[config.mk]
export PLATFORM = sky130hd
export DESIGN_NAME = fec_error_monitor_regs
export DESIGN_NICKNAME = d
export VERILOG_FILES = /design/src/shared/fec_mon_pkg.sv /design/src/rtl/fec_error_monitor_regs.sv
export SDC_FILE = /design/constraint.sdc
export NUM_CORES = 1
export LEC_CHECK = 0
export CAP_MARGIN = 20
export CORE_AREA = 4 4 159 123
export CTS_CLUSTER_DIAMETER = 50
export DETAILED_ROUTE_END_ITERATION = 7
export DIE_AREA = 0 0 163 127
export DONT_BUFFER_PORTS = 1
export HOLD_SLACK_MARGIN = 0.08
export PLACE_DENSITY = 0.75
export SLEW_MARGIN = 30
export SYNTH_ARGS = -nofsm -noshare
export SYNTH_HDL_FRONTEND = slang
export SYNTH_SLANG_ARGS = --single-unit
[constraint.sdc]
create_clock -name core_clk_in -period 6 [get_ports core_clk_in]
set_input_delay 0.6 -clock core_clk_in [delete_from_list [all_inputs] [get_ports core_clk_in]]
set_output_delay 0.6 -clock core_clk_in [all_outputs]
set_load 0.05 [all_outputs]
[src/shared/fec_mon_pkg.sv]
`default_nettype none
package fec_mon_pkg;

	// Register indices; the Avalon word address equals the index
	localparam logic [7:0] SOFT_RESET_IDX   = 8'h00;
	localparam logic [7:0] VSB_CTRL_IDX     = 8'h03;
	localparam logic [7:0] VSB_LOW_IDX      = 8'h1b;
	localparam logic [7:0] VSB_MID_IDX      = 8'h1c;
	localparam logic [7:0] VSB_TOP_IDX      = 8'h1d;
	localparam logic [7:0] QAM_LOW_IDX      = 8'h1e;
	localparam logic [7:0] QAM_MID_IDX      = 8'h1f;
	localparam logic [7:0] QAM_TOP_IDX      = 8'h20;
	localparam logic [7:0] THR_LOW_IDX      = 8'h21;
	localparam logic [7:0] THR_HIGH_IDX     = 8'h22;
	localparam logic [7:0] SNAP_CTRL_IDX    = 8'h25;
	localparam logic [7:0] RX_STATUS_IDX    = 8'h26;
	localparam logic [7:0] STATUS_LAST_IDX  = 8'h45;
	localparam logic [7:0] INT_STATUS_IDX   = 8'h50;
	localparam logic [7:0] INT_MASK_IDX     = 8'h51;
	localparam logic [7:0] ERR_SNAP_LO_IDX  = 8'h52;
	localparam logic [7:0] ERR_SNAP_HI_IDX  = 8'h53;

	// Reset values
	localparam logic [7:0] VSB_CTRL_FIXED   = 8'h02;
	localparam logic [7:0] VSB_LOW_RST      = 8'hbc;
	localparam logic [7:0] VSB_MID_RST      = 8'h64;
	localparam logic [7:0] VSB_TOP_RST      = 8'h00;
	localparam logic [7:0] QAM_LOW_RST      = 8'h00;
	localparam logic [7:0] QAM_MID_RST      = 8'h08;
	localparam logic [7:0] QAM_TOP_RST      = 8'h00;
	localparam logic [7:0] THR_LOW_RST      = 8'h05;
	localparam logic [3:0] THR_HIGH_RST     = 4'h0;

	// Field positions and widths
	localparam int RESTART_DIS_BIT = 4;
	localparam int SNAP_REQ_BIT    = 0;
	localparam int OVER_THR_BIT    = 3;
	localparam int THR_HIGH_W      = 4;
	localparam int THR_W           = 12;
	localparam int IVL_W           = 24;

	// Interrupt status and mask layout
	localparam int IRQ_W        = 4;
	localparam int IRQ_INTERVAL = 0;
	localparam int IRQ_OVER     = 1;
	localparam int IRQ_RESTART  = 2;
	localparam int IRQ_SNAP     = 3;

	// Snapshot walks one status register per cycle
	localparam logic [4:0] SNAP_SPAN = 5'(STATUS_LAST_IDX - RX_STATUS_IDX);

	typedef enum logic [0:0] {
		SNAP_IDLE = 1'b0,
		SNAP_BUSY = 1'b1
	} snap_state_t;

endpackage
`default_nettype wire

[src/rtl/fec_error_monitor_regs.sv]
// Added by the designer: the Avalon-MM register port.
`timescale 1ns/1ps
`default_nettype none
module fec_error_monitor_regs
	import fec_mon_pkg::*;
#(
	parameter int ERR_W = 16
) (
	// Clock and reset
	input  wire logic              core_clk_in,
	input  wire logic              rstn_in,
	// Avalon-MM slave
	input  wire logic [7:0]        address_in,
	input  wire logic              read_in,
	input  wire logic              write_in,
	input  wire logic [7:0]        writedata_in,
	output logic      [7:0]        readdata_out,
	output logic                   waitrequest_out,
	// Decoder events
	input  wire logic              rs_block_in,
	input  wire logic              seg_err_in,
	input  wire logic              qam_mode_in,
	// Status and control
	output logic                   seg_err_over_threshold_out,
	output logic                   restart_req_out,
	output logic                   soft_reset_out,
	output logic                   irq_out
);

	function automatic logic [IVL_W-1:0] join_interval(input logic [7:0] top,
		input logic [7:0] mid, input logic [7:0] low);
		join_interval = {top, mid, low};
	endfunction

	// Register state
	logic              wait_r;
	logic [7:0]        readdata_r;
	logic [7:0]        vsb_low_r, vsb_mid_r, vsb_top_r;
	logic [7:0]        qam_low_r, qam_mid_r, qam_top_r;
	logic [7:0]        thr_low_r;
	logic [3:0]        thr_high_r;
	logic              auto_restart_disable_r;
	logic [7:0]        vsb_mid_act_r, qam_low_act_r, qam_mid_act_r;
	logic [THR_W-1:0]  thr_act_r;
	logic              soft_rst_r;
	logic [IVL_W-1:0]  blk_cnt_r;
	logic [ERR_W-1:0]  err_cnt_r, last_err_r, snap_err_r;
	logic              over_r, restart_r, interval_done_r;
	snap_state_t       snap_state_r;
	logic [4:0]        snap_idx_r;
	logic [7:0]        snap_status_r;
	logic [IRQ_W-1:0]  int_sts_r, int_mask_r;
	logic              irq_r;

	logic              wr_acc, rd_req;
	logic              snap_go, snap_done, boundary;
	logic [IVL_W-1:0]  vsb_ivl, qam_ivl, ivl_sel;
	logic [ERR_W-1:0]  err_final;
	logic              over_nxt;
	logic [7:0]        rd_mux;
	logic [IRQ_W-1:0]  irq_set;

	// A request is answered one cycle after it rises; reads are captured on that edge, writes land on the next
	assign wr_acc = write_in && !wait_r;
	assign rd_req = read_in && wait_r;

	always_ff @(posedge core_clk_in or negedge rstn_in) begin
		if (!rstn_in) begin
			wait_r <= 1'b1;
		end else if ((read_in || write_in) && wait_r) begin
			wait_r <= 1'b0;
		end else begin
			wait_r <= 1'b1;
		end
	end

	always_ff @(posedge core_clk_in or negedge rstn_in) begin
		if (!rstn_in) begin
			readdata_r <= 8'h00;
		end else if (rd_req) begin
			readdata_r <= rd_mux;
		end
	end

	always_comb begin
		rd_mux = 8'h00;
		case (address_in)
			VSB_CTRL_IDX:    rd_mux = VSB_CTRL_FIXED | (8'(auto_restart_disable_r) << RESTART_DIS_BIT);
			VSB_LOW_IDX:     rd_mux = vsb_low_r;
			VSB_MID_IDX:     rd_mux = vsb_mid_r;
			VSB_TOP_IDX:     rd_mux = vsb_top_r;
			QAM_LOW_IDX:     rd_mux = qam_low_r;
			QAM_MID_IDX:     rd_mux = qam_mid_r;
			QAM_TOP_IDX:     rd_mux = qam_top_r;
			THR_LOW_IDX:     rd_mux = thr_low_r;
			THR_HIGH_IDX:    rd_mux = {4'h0, thr_high_r};
			SNAP_CTRL_IDX:   rd_mux = {7'h00, snap_state_r == SNAP_BUSY};
			RX_STATUS_IDX:   rd_mux = snap_status_r;
			INT_STATUS_IDX:  rd_mux = 8'(int_sts_r);
			INT_MASK_IDX:    rd_mux = 8'(int_mask_r);
			ERR_SNAP_LO_IDX: rd_mux = snap_err_r[7:0];
			ERR_SNAP_HI_IDX: rd_mux = 8'(snap_err_r >> 8);
			default:         rd_mux = 8'h00;
		endcase
	end

	// Host-written configuration
	always_ff @(posedge core_clk_in or negedge rstn_in) begin
		if (!rstn_in) begin
			vsb_low_r <= VSB_LOW_RST;
			vsb_mid_r <= VSB_MID_RST;
			vsb_top_r <= VSB_TOP_RST;
			qam_low_r <= QAM_LOW_RST;
			qam_mid_r <= QAM_MID_RST;
			qam_top_r <= QAM_TOP_RST;
			thr_low_r <= THR_LOW_RST;
			thr_high_r <= THR_HIGH_RST;
			auto_restart_disable_r <= 1'b0;
		end else if (wr_acc) begin
			case (address_in)
				VSB_CTRL_IDX: auto_restart_disable_r <= writedata_in[RESTART_DIS_BIT];
				VSB_LOW_IDX:  vsb_low_r <= writedata_in;
				VSB_MID_IDX:  vsb_mid_r <= writedata_in;
				VSB_TOP_IDX:  vsb_top_r <= writedata_in;
				QAM_LOW_IDX:  qam_low_r <= writedata_in;
				QAM_MID_IDX:  qam_mid_r <= writedata_in;
				QAM_TOP_IDX:  qam_top_r <= writedata_in;
				THR_LOW_IDX:  thr_low_r <= writedata_in;
				THR_HIGH_IDX: thr_high_r <= writedata_in[THR_HIGH_W-1:0];
				default: ;
			endcase
		end
	end

	// Any write to the soft reset register yields a one-cycle pulse
	always_ff @(posedge core_clk_in or negedge rstn_in) begin
		if (!rstn_in) begin
			soft_rst_r <= 1'b0;
		end else begin
			soft_rst_r <= wr_acc && (address_in == SOFT_RESET_IDX);
		end
	end

	// Deferred fields only move into use on a soft reset
	always_ff @(posedge core_clk_in or negedge rstn_in) begin
		if (!rstn_in) begin
			vsb_mid_act_r <= VSB_MID_RST;
			qam_low_act_r <= QAM_LOW_RST;
			qam_mid_act_r <= QAM_MID_RST;
			thr_act_r <= {THR_HIGH_RST, THR_LOW_RST};
		end else if (soft_rst_r) begin
			vsb_mid_act_r <= vsb_mid_r;
			qam_low_act_r <= qam_low_r;
			qam_mid_act_r <= qam_mid_r;
			thr_act_r <= {thr_high_r, thr_low_r};
		end
	end

	assign vsb_ivl = join_interval(vsb_top_r, vsb_mid_act_r, vsb_low_r);
	assign qam_ivl = join_interval(qam_top_r, qam_mid_act_r, qam_low_act_r);
	assign ivl_sel = qam_mode_in ? qam_ivl : vsb_ivl;

	// Interval closes on the block that reaches the count; zero acts as one
	assign boundary = rs_block_in && (blk_cnt_r + 24'h000001 >= ivl_sel);
	assign err_final = (seg_err_in && !(&err_cnt_r)) ? err_cnt_r + 1'b1 : err_cnt_r;
	assign over_nxt = err_final > ERR_W'(thr_act_r);

	always_ff @(posedge core_clk_in or negedge rstn_in) begin
		if (!rstn_in) begin
			blk_cnt_r <= '0;
			err_cnt_r <= '0;
		end else if (soft_rst_r || boundary) begin
			blk_cnt_r <= '0;
			err_cnt_r <= '0;
		end else begin
			if (rs_block_in) begin
				blk_cnt_r <= blk_cnt_r + 24'h000001;
			end
			err_cnt_r <= err_final;
		end
	end

	always_ff @(posedge core_clk_in or negedge rstn_in) begin
		if (!rstn_in) begin
			last_err_r <= '0;
			over_r <= 1'b0;
			restart_r <= 1'b0;
			interval_done_r <= 1'b0;
		end else begin
			interval_done_r <= boundary && !soft_rst_r;
			restart_r <= boundary && !soft_rst_r && over_nxt && !qam_mode_in
				&& !auto_restart_disable_r;
			if (soft_rst_r) begin
				over_r <= 1'b0;
				last_err_r <= '0;
			end else if (boundary) begin
				over_r <= over_nxt;
				last_err_r <= err_final;
			end
		end
	end

	// Snapshot sequencer; a new request in the final cycle restarts the walk
	assign snap_go = wr_acc && (address_in == SNAP_CTRL_IDX) && writedata_in[SNAP_REQ_BIT];
	assign snap_done = (snap_state_r == SNAP_BUSY) && (snap_idx_r == SNAP_SPAN) && !snap_go;

	always_ff @(posedge core_clk_in or negedge rstn_in) begin
		if (!rstn_in) begin
			snap_state_r <= SNAP_IDLE;
			snap_idx_r <= 5'h00;
		end else begin
			case (snap_state_r)
				SNAP_IDLE: begin
					snap_idx_r <= 5'h00;
					if (snap_go) begin
						snap_state_r <= SNAP_BUSY;
					end
				end
				SNAP_BUSY: begin
					if (snap_go) begin
						snap_idx_r <= 5'h00;
					end else if (snap_done) begin
						snap_state_r <= SNAP_IDLE;
						snap_idx_r <= 5'h00;
					end else begin
						snap_idx_r <= snap_idx_r + 5'h01;
					end
				end
				default: begin
					snap_state_r <= SNAP_IDLE;
					snap_idx_r <= 5'h00;
				end
			endcase
		end
	end

	always_ff @(posedge core_clk_in or negedge rstn_in) begin
		if (!rstn_in) begin
			snap_status_r <= 8'h00;
			snap_err_r <= '0;
		end else if (snap_done) begin
			snap_status_r <= 8'(over_r) << OVER_THR_BIT;
			snap_err_r <= last_err_r;
		end
	end

	// Interrupts: sticky, write one to clear, set wins over clear
	always_comb begin
		irq_set = '0;
		irq_set[IRQ_INTERVAL] = interval_done_r;
		irq_set[IRQ_OVER] = interval_done_r && over_r;
		irq_set[IRQ_RESTART] = restart_r;
		irq_set[IRQ_SNAP] = snap_done;
	end

	always_ff @(posedge core_clk_in or negedge rstn_in) begin
		if (!rstn_in) begin
			int_sts_r <= '0;
			int_mask_r <= '0;
			irq_r <= 1'b0;
		end else begin
			if (wr_acc && address_in == INT_STATUS_IDX) begin
				int_sts_r <= (int_sts_r & ~writedata_in[IRQ_W-1:0]) | irq_set;
			end else begin
				int_sts_r <= int_sts_r | irq_set;
			end
			if (wr_acc && address_in == INT_MASK_IDX) begin
				int_mask_r <= writedata_in[IRQ_W-1:0];
			end
			irq_r <= |(int_sts_r & int_mask_r);
		end
	end

	assign readdata_out = readdata_r;
	assign waitrequest_out = wait_r;
	assign seg_err_over_threshold_out = over_r;
	assign restart_req_out = restart_r;
	assign soft_reset_out = soft_rst_r;
	assign irq_out = irq_r;
endmodule
`default_nettype wire

---- After elaboration in Yosys (flattened, before gate mapping) ----
Index checks and enable logic that the tools add are counted.
storage, ports and cells
  bits in registers ....................... 198
  input port bits ......................... 23
  output and inout port bits .............. 13
  word-level logic and storage cells ...... 114
cells by class
  $add $sub $neg .......................... 3
  magnitude comparators ................... 2
  eq/ne operators ......................... 16
  mux-type cells .......................... 19
  bitwise gates (word level) .............. 6
  reductions and logical operators ........ 39
operators by type and width
  cell                                                  count
  case mux 8 bit (15 select lines)                      1
  two-way mux 24 bit                                    3
  two-way mux 16 bit                                    4
  equality test 8 x 5 -> 1 bit (second input constant)  5
  equality test 8 x 6 -> 1 bit (second input constant)  5
  equality test 8 x 7 -> 1 bit (second input constant)  4
  adder 24 x 1 -> 24 bit (second input constant)        1
  greater-or-equal comparator 24 bit                    1
  AND reduction 2 bit                                   9
  logical AND 1 bit                                     17
  adder 16 x 1 -> 16 bit (second input constant)        1
  > comparator 16 x 12 -> 1 bit                         1
  AND reduction 16 bit                                  1
  two-way mux 5 bit                                     2
  case mux 5 bit (2 select lines)                       1
  bitwise AND 4 bit                                     2
  equality test 8 x 2 -> 1 bit (second input constant)  1
  logical NOT 8 bit                                     1
  OR 4 bit                                              2
  logical NOT 1 bit                                     6
  two-way mux 1 bit                                     6
  adder 5 x 1 -> 5 bit (second input constant)          1
  equality test 5 bit (second input constant)           1
  two-way mux 4 bit                                     1
  other kinds (6)                                       8

---- Depth between registers and ports, before layout ----
Gate-level depths: netlist of run 1.
  word-level depth ........................ 9
  depth in mapped cells ................... 16
  mapped depth without buffers ............ 13

---- Least setup slack after synthesis of run 1 ----
OpenSTA, ideal clock, no wires.
  path kind ............................... register to register
  start ................................... reg blk_cnt_r[2]
  end ..................................... reg err_cnt_r[10]
  data arrival time ....................... 3,371 ps
  data required time ...................... 5,864 ps
  setup slack ............................. 2,493 ps
  cell stages (with the launch flop) ...... 17
  path through ............................ dfrtp_1 > nand3_1 > nor3_2 > and2_0 > clkbuf_1 > nand4_1 > xnor2_1 > ha_1 > nand4_1 > nor3_1 > nand3_1 > and4b_1 > clkbuf_1 > a21oi_1 > buf_2 > buf_1 > nor3_1
between the ends
  longest elaborated chain between the ends .. 5
ends and longest elaborated chain
  element                             RTL line                       source
  start: declaration                  fec_error_monitor_regs.sv:46   logic [IVL_W-1:0] blk_cnt_r;
  start signal: assignment            fec_error_monitor_regs.sv:177  blk_cnt_r <= blk_cnt_r + 24'h000001;
  adder 24 x 1 -> 24 bit              fec_error_monitor_regs.sv:164  assign boundary = rs_block_in && (blk_cnt_r + 24'h000001 >= ivl_sel);
  greater-or-equal comparator 24 bit  fec_error_monitor_regs.sv:164
  logical AND 1 bit                   fec_error_monitor_regs.sv:164
  logical OR 1 bit                    fec_error_monitor_regs.sv:172  end else if (soft_rst_r || boundary) begin
  two-way mux 16 bit                  fec_error_monitor_regs.sv:172
  end signal: assignment              fec_error_monitor_regs.sv:179  err_cnt_r <= err_final;
  end: declaration                    fec_error_monitor_regs.sv:47   logic [ERR_W-1:0] err_cnt_r, last_err_r, snap_err_r;
Every way passes these cells.
A chain may end at the register's enable or synchronous reset.

---- Worst setup path in the final report of run 1 ----
  start ................................... reg blk_cnt_r[2]
  end ..................................... reg last_err_r[10]
between the ends
  longest elaborated chain between the ends .. 4
ends and longest elaborated chain
  element                             RTL line                       source
  adder 24 x 1 -> 24 bit              fec_error_monitor_regs.sv:164
  greater-or-equal comparator 24 bit  fec_error_monitor_regs.sv:164
  logical AND 1 bit                   fec_error_monitor_regs.sv:164
  nonzero test 2 bit (no line)        -
  end signal: assignment              fec_error_monitor_regs.sv:198  last_err_r <= err_final;
  end: declaration                    fec_error_monitor_regs.sv:47
Every way passes these cells.

==> flow_metrics.tcl, run 1 <==
set metrics [dict create \
    wl_per_cell_um 21.6 \
    antenna_found_initial 1 \
    grt_first_pass_wirelength_um 42200 \
    cts.root.buffer_cell "clkbuf_16" \
    final_area_um2 11500 \
    iteration_0_drc_markers 618 \
    routed_wl_um 26100 \
    buffer_ports.inserted 0 \
    worstPathCellList "nand3_1 -> nor3_2 -> and2_0 -> nand4_1 -> xnor2_1 -> ha_1 -> nand4_1 -> nor3_1 -> nand3_1 -> and4b_1 -> a21oi_2 -> mux2_2" \
    post-route-min-period_ns 4.72 \
    most_frequent_cells_in_the_layout "179 x dfrtp_1, 118 x mux2_2, 67 x nand2_1, 48 x nor2_1, 41 x o21ai_0" \
    worst_r2r_path_depth 12 \
    timing.clock.skew_ns 0.0189 \
    cts.clk_slew.worst_paths_ns 0.08 \
    critPathCaptureType "register" \
    dieWidth_um 163 \
    setup_repair_after_global_routing_missed_its_margin "no" \
    insertedDiodeCount 0 \
    number_of_global_route_vias_before_repair 7537 \
    sequential_fraction_of_the_synthesis_area 0.469 \
    setup_viol 0 \
    antenna_violating_nets_post_route 0 \
    dp_hpwl_um 17900 \
    critical_path_class "register to register" \
    dpl-instance-area_um2 10800 \
    ys.flop_type "dfrtp_1" \
    syn_nets 1032 \
    grt_usage 0.261 \
    period_share 0.786 \
    pin_count 36 \
    arrival_ns 5.05 \
    cts.repair.resized 0 \
    worst_reg2reg_path_startpoint "blk_cnt_r[2]$_DFFE_PN0P_" \
    final-max-slew-violation-count 0 \
    crit_slowest_cell "a21oi_2" \
    drive_above_1_share 0.209 \
    fin_worst_hold_slack_ns 0.217 \
    worstReg2RegEnd "last_err_r[10]$_DFFE_PN0P_" \
    ir_worst_vdd_mv 0.177 \
    whs_endpoint "waitrequest_out$_DFF_PN1_" \
    critical-path-top-delay-family "simple AND/OR/NAND/NOR gates" \
    layout_commonest_cell "dfrtp_1" \
    tightest_slew_ns 1.03 \
    n_fill_cell 1431 \
    vias 7651 \
    p_per_area_nw_per_um2 281 \
    fp.dieArea_um2 20700 \
    cp-start-kind "register" \
    syn2layout_area_growth_pct 8.26 \
    final_hold_viol_count 0 \
    clock_sinks 198 \
    highest_clock_rate_mhz 212 \
    synth-edff-count 0 \
    hold_path_startpoint "read_in" \
    run_status "finished, final reports clean" \
    cp.required_ns 6.33 \
    global_route.overflow_total 0 \
    max-clock-path-buffers 2 \
    max_stage_delay_ns 0.84 \
    hold_depth 1 \
    dieHeight_um 127 \
    gpl.final_weighted_congestion 0.916 \
    setup_tns_ns 0 \
    depth_of_the_cts_h_tree 4 \
    clk-insertion-delay-late_ns 0.45 \
    synth.cell_area_um2 10600 \
    grt_max_degree 199 \
    power.static_leakage_nw 5.39 \
    firstDrtPassIters 5 \
    async_reset_ff_frac 1.00 \
    reg2reg_slack_ns 1.28 \
    ys.warnings.count 0 \
    drv_cap 0 \
    rows 43 \
    drc_viols 0 \
    synth.avg_cell_area_um2 10.9 \
    vias_per_cell 6.33 \
    yosys_register_bits 198 \
    post_cts.repair.setup_buffers 0 \
    design.core.area_um2 18100 \
    netlist_instances 969 \
    path_max_fanout 24 \
    tritoncts.num_buffers 17 \
    worstPathBufferInverterCount 0 \
    worst_hold_path_type "input pin to register" \
    nNetsFinal 1011 \
    cts_tree "done" \
    initial_standard_cell_utilization_of_the_core 0.587 \
    worst-path-stages 12 \
    slew_headroom 0.298 \
    holdBufCountCts 1 \
    netlist-cell-type-count 70 \
]
[Yosys cell counts (all sizes together) (25+ instances only)]
library cell  count  share of area
dfrtp           180           0.42
mux2            127           0.14
nand2            67          0.024
nor2             51          0.019
o21ai            41          0.019
ha               40          0.047
inv              36          0.013
mux2i            34          0.032
a21oi            32          0.015
clkbuf           30          0.011
nand3            30          0.014
nor3             25          0.013
[cell families (layout without fill, tap and decap cells)]
kind of cell / count (synthesis) / after routing / share of synthesized area
AOI/OAI and AO/OA: 160 / 160 / 0.105
xor gates and xnor gates: 35 / 35 / 0.0289
adders and majority gates: 40 / 40 / 0.0472
buffers and inverters: 87 / 79 / 0.0335
DFF: 198 / 198 / 0.469
muxes: 161 / 161 / 0.170
and+or+nand+nor: 288 / 288 / 0.146
[worst max path at each step]
stage	from	end	slack, ns
finish	blk_cnt_r[2]$_DFFE_PN0P_	last_err_r[10]$_DFFE_PN0P_	1.28
global route	blk_cnt_r[2]$_DFFE_PN0P_	last_err_r[14]$_DFFE_PN0P_	0.93
CTS	blk_cnt_r[2]$_DFFE_PN0P_	last_err_r[6]$_DFFE_PN0P_	1.33
detailed placement	blk_cnt_r[2]$_DFFE_PN0P_	last_err_r[10]$_DFFE_PN0P_	1.39
global placement	blk_cnt_r[2]$_DFFE_PN0P_	last_err_r[8]$_DFFE_PN0P_	1.48
floorplan	blk_cnt_r[2]$_DFFE_PN0P_	err_cnt_r[10]$_DFF_PN0_	2.49
[state kept, by name, summed over array words and instances, names as in the netlist, 4 cells and up]
signal         flops
snap_err_r        16
vsb_top_r          8
thr_low_r          8
snap_idx_r         5
int_mask_r         4
thr_act_r         12
vsb_mid_act_r      8
blk_cnt_r         24
readdata_out       8
last_err_r        16
err_cnt_r         16
int_sts_r          4
vsb_mid_r          8
vsb_low_r          8
qam_mid_act_r      8
qam_low_r          8
thr_high_r         4
qam_low_act_r      8
qam_mid_r          8
qam_top_r          8
[report_power, final]
| group | total [mW] | switching [mW] | internal, mW |
|---|---|---|---|
| clock network | 1.24 | 0.618 | 0.626 |
| logic | 0.435 | 0.259 | 0.176 |
| registers | 1.54 | 0.126 | 1.42 |
| total | 3.22 | 1.00 | 2.22 |
[stage by stage]
stage | setup slack (ns) | total power, mW | utilization | cells
after floorplan | 2.49 | 1.86 | - | 969
after global placement | 1.48 | 1.96 | 0.595 | 1173
after detailed placement | 1.39 | 1.97 | 0.595 | 1173
after CTS | 1.33 | 3.23 | 0.633 | 1206
after global routing | 0.925 | 3.35 | 0.635 | 1208
final | 1.28 | 3.22 | 0.635 | 1208
[area by class of cell]
type	instances	area, um^2	share of cell area
tap	247	309	0.0269
multi-input combinational	684	5280	0.460
timing repair buffer	10	118	0.0102
clock inverter	15	228	0.0198
sequential	198	4980	0.434
inverter	37	139	0.0121
clock buffer	17	425	0.0371
[routing by layer]
| metal | up-vias | routed length (um) | GRT usage |
|---|---|---|---|
| li1 | 3491 | - | - |
| met1 | 3828 | 12100 | 0.396 |
| met5 | - | 11 | 0 |
| met2 | 295 | 11500 | 0.376 |
| met3 | 35 | 2110 | 0.0751 |
| met4 | 2 | 357 | 0.0567 |
Note: power is estimated with default switching activity, not from simulation.
==> inputs of run 2 (changes only) <==
--- a/config.mk
+++ b/config.mk
@@ -6,10 +6,10 @@
 export NUM_CORES = 1
 export LEC_CHECK = 0
 export CAP_MARGIN = 20
-export CORE_AREA = 4 4 159 123
+export CORE_AREA = 4 4 162 125
 export CTS_CLUSTER_DIAMETER = 50
 export DETAILED_ROUTE_END_ITERATION = 7
-export DIE_AREA = 0 0 163 127
+export DIE_AREA = 0 0 166 129
 export DONT_BUFFER_PORTS = 1
 export HOLD_SLACK_MARGIN = 0.08
 export PLACE_DENSITY = 0.75
==> constraint.sdc (replaced) <==
create_clock -name core_clk_in -period 4.3 [get_ports core_clk_in]
set_input_delay 0.43 -clock core_clk_in [delete_from_list [all_inputs] [get_ports core_clk_in]]
set_output_delay 0.43 -clock core_clk_in [all_outputs]
set_load 0.05 [all_outputs]
==> flow_metrics.tcl, run 2 (synthesized netlist as in run 1, its figures left out) <==
set metrics [dict create \
    p_per_area_nw_per_um2 378 \
    initial_standard_cell_utilization_of_the_core 0.575 \
    antenna_found_initial 0 \
    gpl.final_weighted_congestion 0.899 \
    critical_path_class "register to register" \
    dp_hpwl_um 17700 \
    switching_share 0.303 \
    pin_count 36 \
    tritoncts.num_buffers 17 \
    clock_sinks 198 \
    cts_tree "done" \
    timing.clock.skew_ns 0.0136 \
    cts.root.buffer_cell "clkbuf_16" \
    design.core.area_um2 18500 \
    highest_clock_rate_mhz 262 \
    number_of_global_route_vias_before_repair 7351 \
    wl_per_cell_um 21.2 \
    flip_flop_count_of_the_largest_register_all_copies_and_words_added 24 \
    fp.dieArea_um2 21400 \
    setup_viol 0 \
    insertedDiodeCount 0 \
    worst_hold_path_type "input pin to asynchronous set/reset pin" \
    power.static_leakage_nw 5.37 \
    cp.required_ns 4.62 \
    cp-start-kind "register" \
    layout_commonest_cell "dfrtp_1" \
    dieHeight_um 129 \
    fin_worst_hold_slack_ns -0.322 \
    vias_per_cell 6.23 \
    final-max-slew-violation-count 0 \
    vias 7553 \
    depth_of_the_cts_h_tree 4 \
    routed_wl_um 25800 \
    worst_setup_path_startpoint "blk_cnt_r[0]$_DFFE_PN0P_" \
    clk-insertion-delay-late_ns 0.44 \
    nNetsFinal 1016 \
    cts.clk_slew.worst_paths_ns 0.08 \
    iteration_0_drc_markers 741 \
    post-route-min-period_ns 3.81 \
    setup_tns_ns 0 \
    place.detailed.instances 1178 \
    slew_headroom 0.414 \
    violations_in_the_final_reports "negative hold slack" \
    grt_max_degree 199 \
    worst_reg2reg_path_startpoint "blk_cnt_r[0]$_DFFE_PN0P_" \
    multi_input_area_um2 5280 \
    seqCellArea_um2 4980 \
    ir_worst_vdd_mv 0.289 \
    tightest_slew_ns 0.877 \
    top_register "blk_cnt_r" \
    firstDrtPassIters 5 \
    global_route.overflow_total 0 \
    final_hold_viol_count 198 \
    path_max_fanout 29 \
    p_comb_frac 0.130 \
    max-clock-path-buffers 2 \
    post_cts.repair.setup_buffers 0 \
    drc_viols 0 \
    period_share 0.886 \
    switchingPower_mw 1.31 \
    stdcell_count 1213 \
    grt_first_pass_wirelength_um 41400 \
    drv_cap 0 \
    critPathCaptureType "register" \
    holdBufCountCts 3 \
    dieWidth_um 166 \
    setup_repair_after_global_routing_missed_its_margin "no" \
    run_status "finished, violations left" \
    most_frequent_cells_in_the_layout "179 x dfrtp_1, 118 x mux2_2, 67 x nand2_1, 48 x nor2_1, 41 x o21ai_0" \
    syn2layout_area_growth_pct 7.67 \
    sequential_fraction_of_design_power 0.500 \
    buffer_ports.inserted 0 \
    antenna_violating_nets_post_route 0 \
    p_int_mw 3.01 \
    drive_above_1_share 0.209 \
    rows 43 \
    arrival_ns 4.13 \
    power.clock.fraction 0.370 \
    grt_usage 0.245 \
    n_fill_cell 1426 \
]
-- run 2: final cells by class --
cell class	instances	area share
Timing Repair Buffer	15	0.0105
Clock buffer	18	0.0376
Multi-Input combinational cell	684	0.462
Tap cell	247	0.0271
Clock inverter	14	0.0142
Sequential cell	198	0.436
Inverter	37	0.0122
-- run 2: per-stage QoR --
stage          setup WS (ns)  cell area, um^2  total power, mW  hold WS, ns   util
2_1_floorplan          0.793            10600             2.59        0.134      -
3_3_place_gp           0.670            10800             2.73        0.152  0.585
3_5_place_dp           0.556            10800             2.74        0.153  0.585
4_1_cts                0.505            11400             4.33       -0.323  0.619
5_1_grt                0.157            11400             4.47       -0.343  0.619
6_report               0.488            11400             4.32       -0.322  0.619
-- run 2: path summary, 6_finish.rpt --
check,end,slack [ns],cells past startpoint
worst max-delay path,last_err_r[5]$_DFFE_PN0P_,0.49,14
worst min register to register,snap_idx_r[0]$_DFF_PN0_,0.48,1
worst min-delay path,err_cnt_r[2]$_DFF_PN0_,-0.32,0
worst max register to register,last_err_r[5]$_DFFE_PN0P_,0.49,14
min in group core_clk_in,soft_reset_out$_DFF_PN0_,0.13,2
max in group asynchronous,thr_act_r[2]$_DFFE_PN1P_,4.30,0
-- run 2: worst max-delay path, stage by stage, from the launching register on --
cell and delay (ns):
dfrtp_1 0.43, nand3_1 0.22, nor3_2 0.19, buf_4 0.18
and2_0 0.28, nand4_1 0.16, xnor2_1 0.18, ha_1 0.33
nand4_1 0.11, nor3_1 0.31, nand2_1 0.11, a211o_1 0.28
a21oi_2 0.16, buf_4 0.36, mux2_2 0.38
-- run 2: repair_timing --
action                                  CTS  global route
hold endpoints to repair                200           198
endpoints found under the setup margin    0             0
gates resized for setup                   0             0
-- run 2: per-layer routing --
layer / share of wire / wire (um) / GRT usage
met5: 0 / 0 / 0
met4: 0.013 / 343 / 0.0538
met3: 0.090 / 2320 / 0.0786
met2: 0.43 / 11100 / 0.355
met1: 0.47 / 12000 / 0.363
-- run 2: power by group through the flow --
stage | clock network [mW] | logic [mW] | registers (mW)
after detailed placement | 0 | 0.552 | 2.19
after floorplan | 0 | 0.449 | 2.14
after CTS | 1.61 | 0.558 | 2.16
after global placement | 0 | 0.541 | 2.19
after global routing | 1.69 | 0.612 | 2.17
final | 1.60 | 0.562 | 2.16
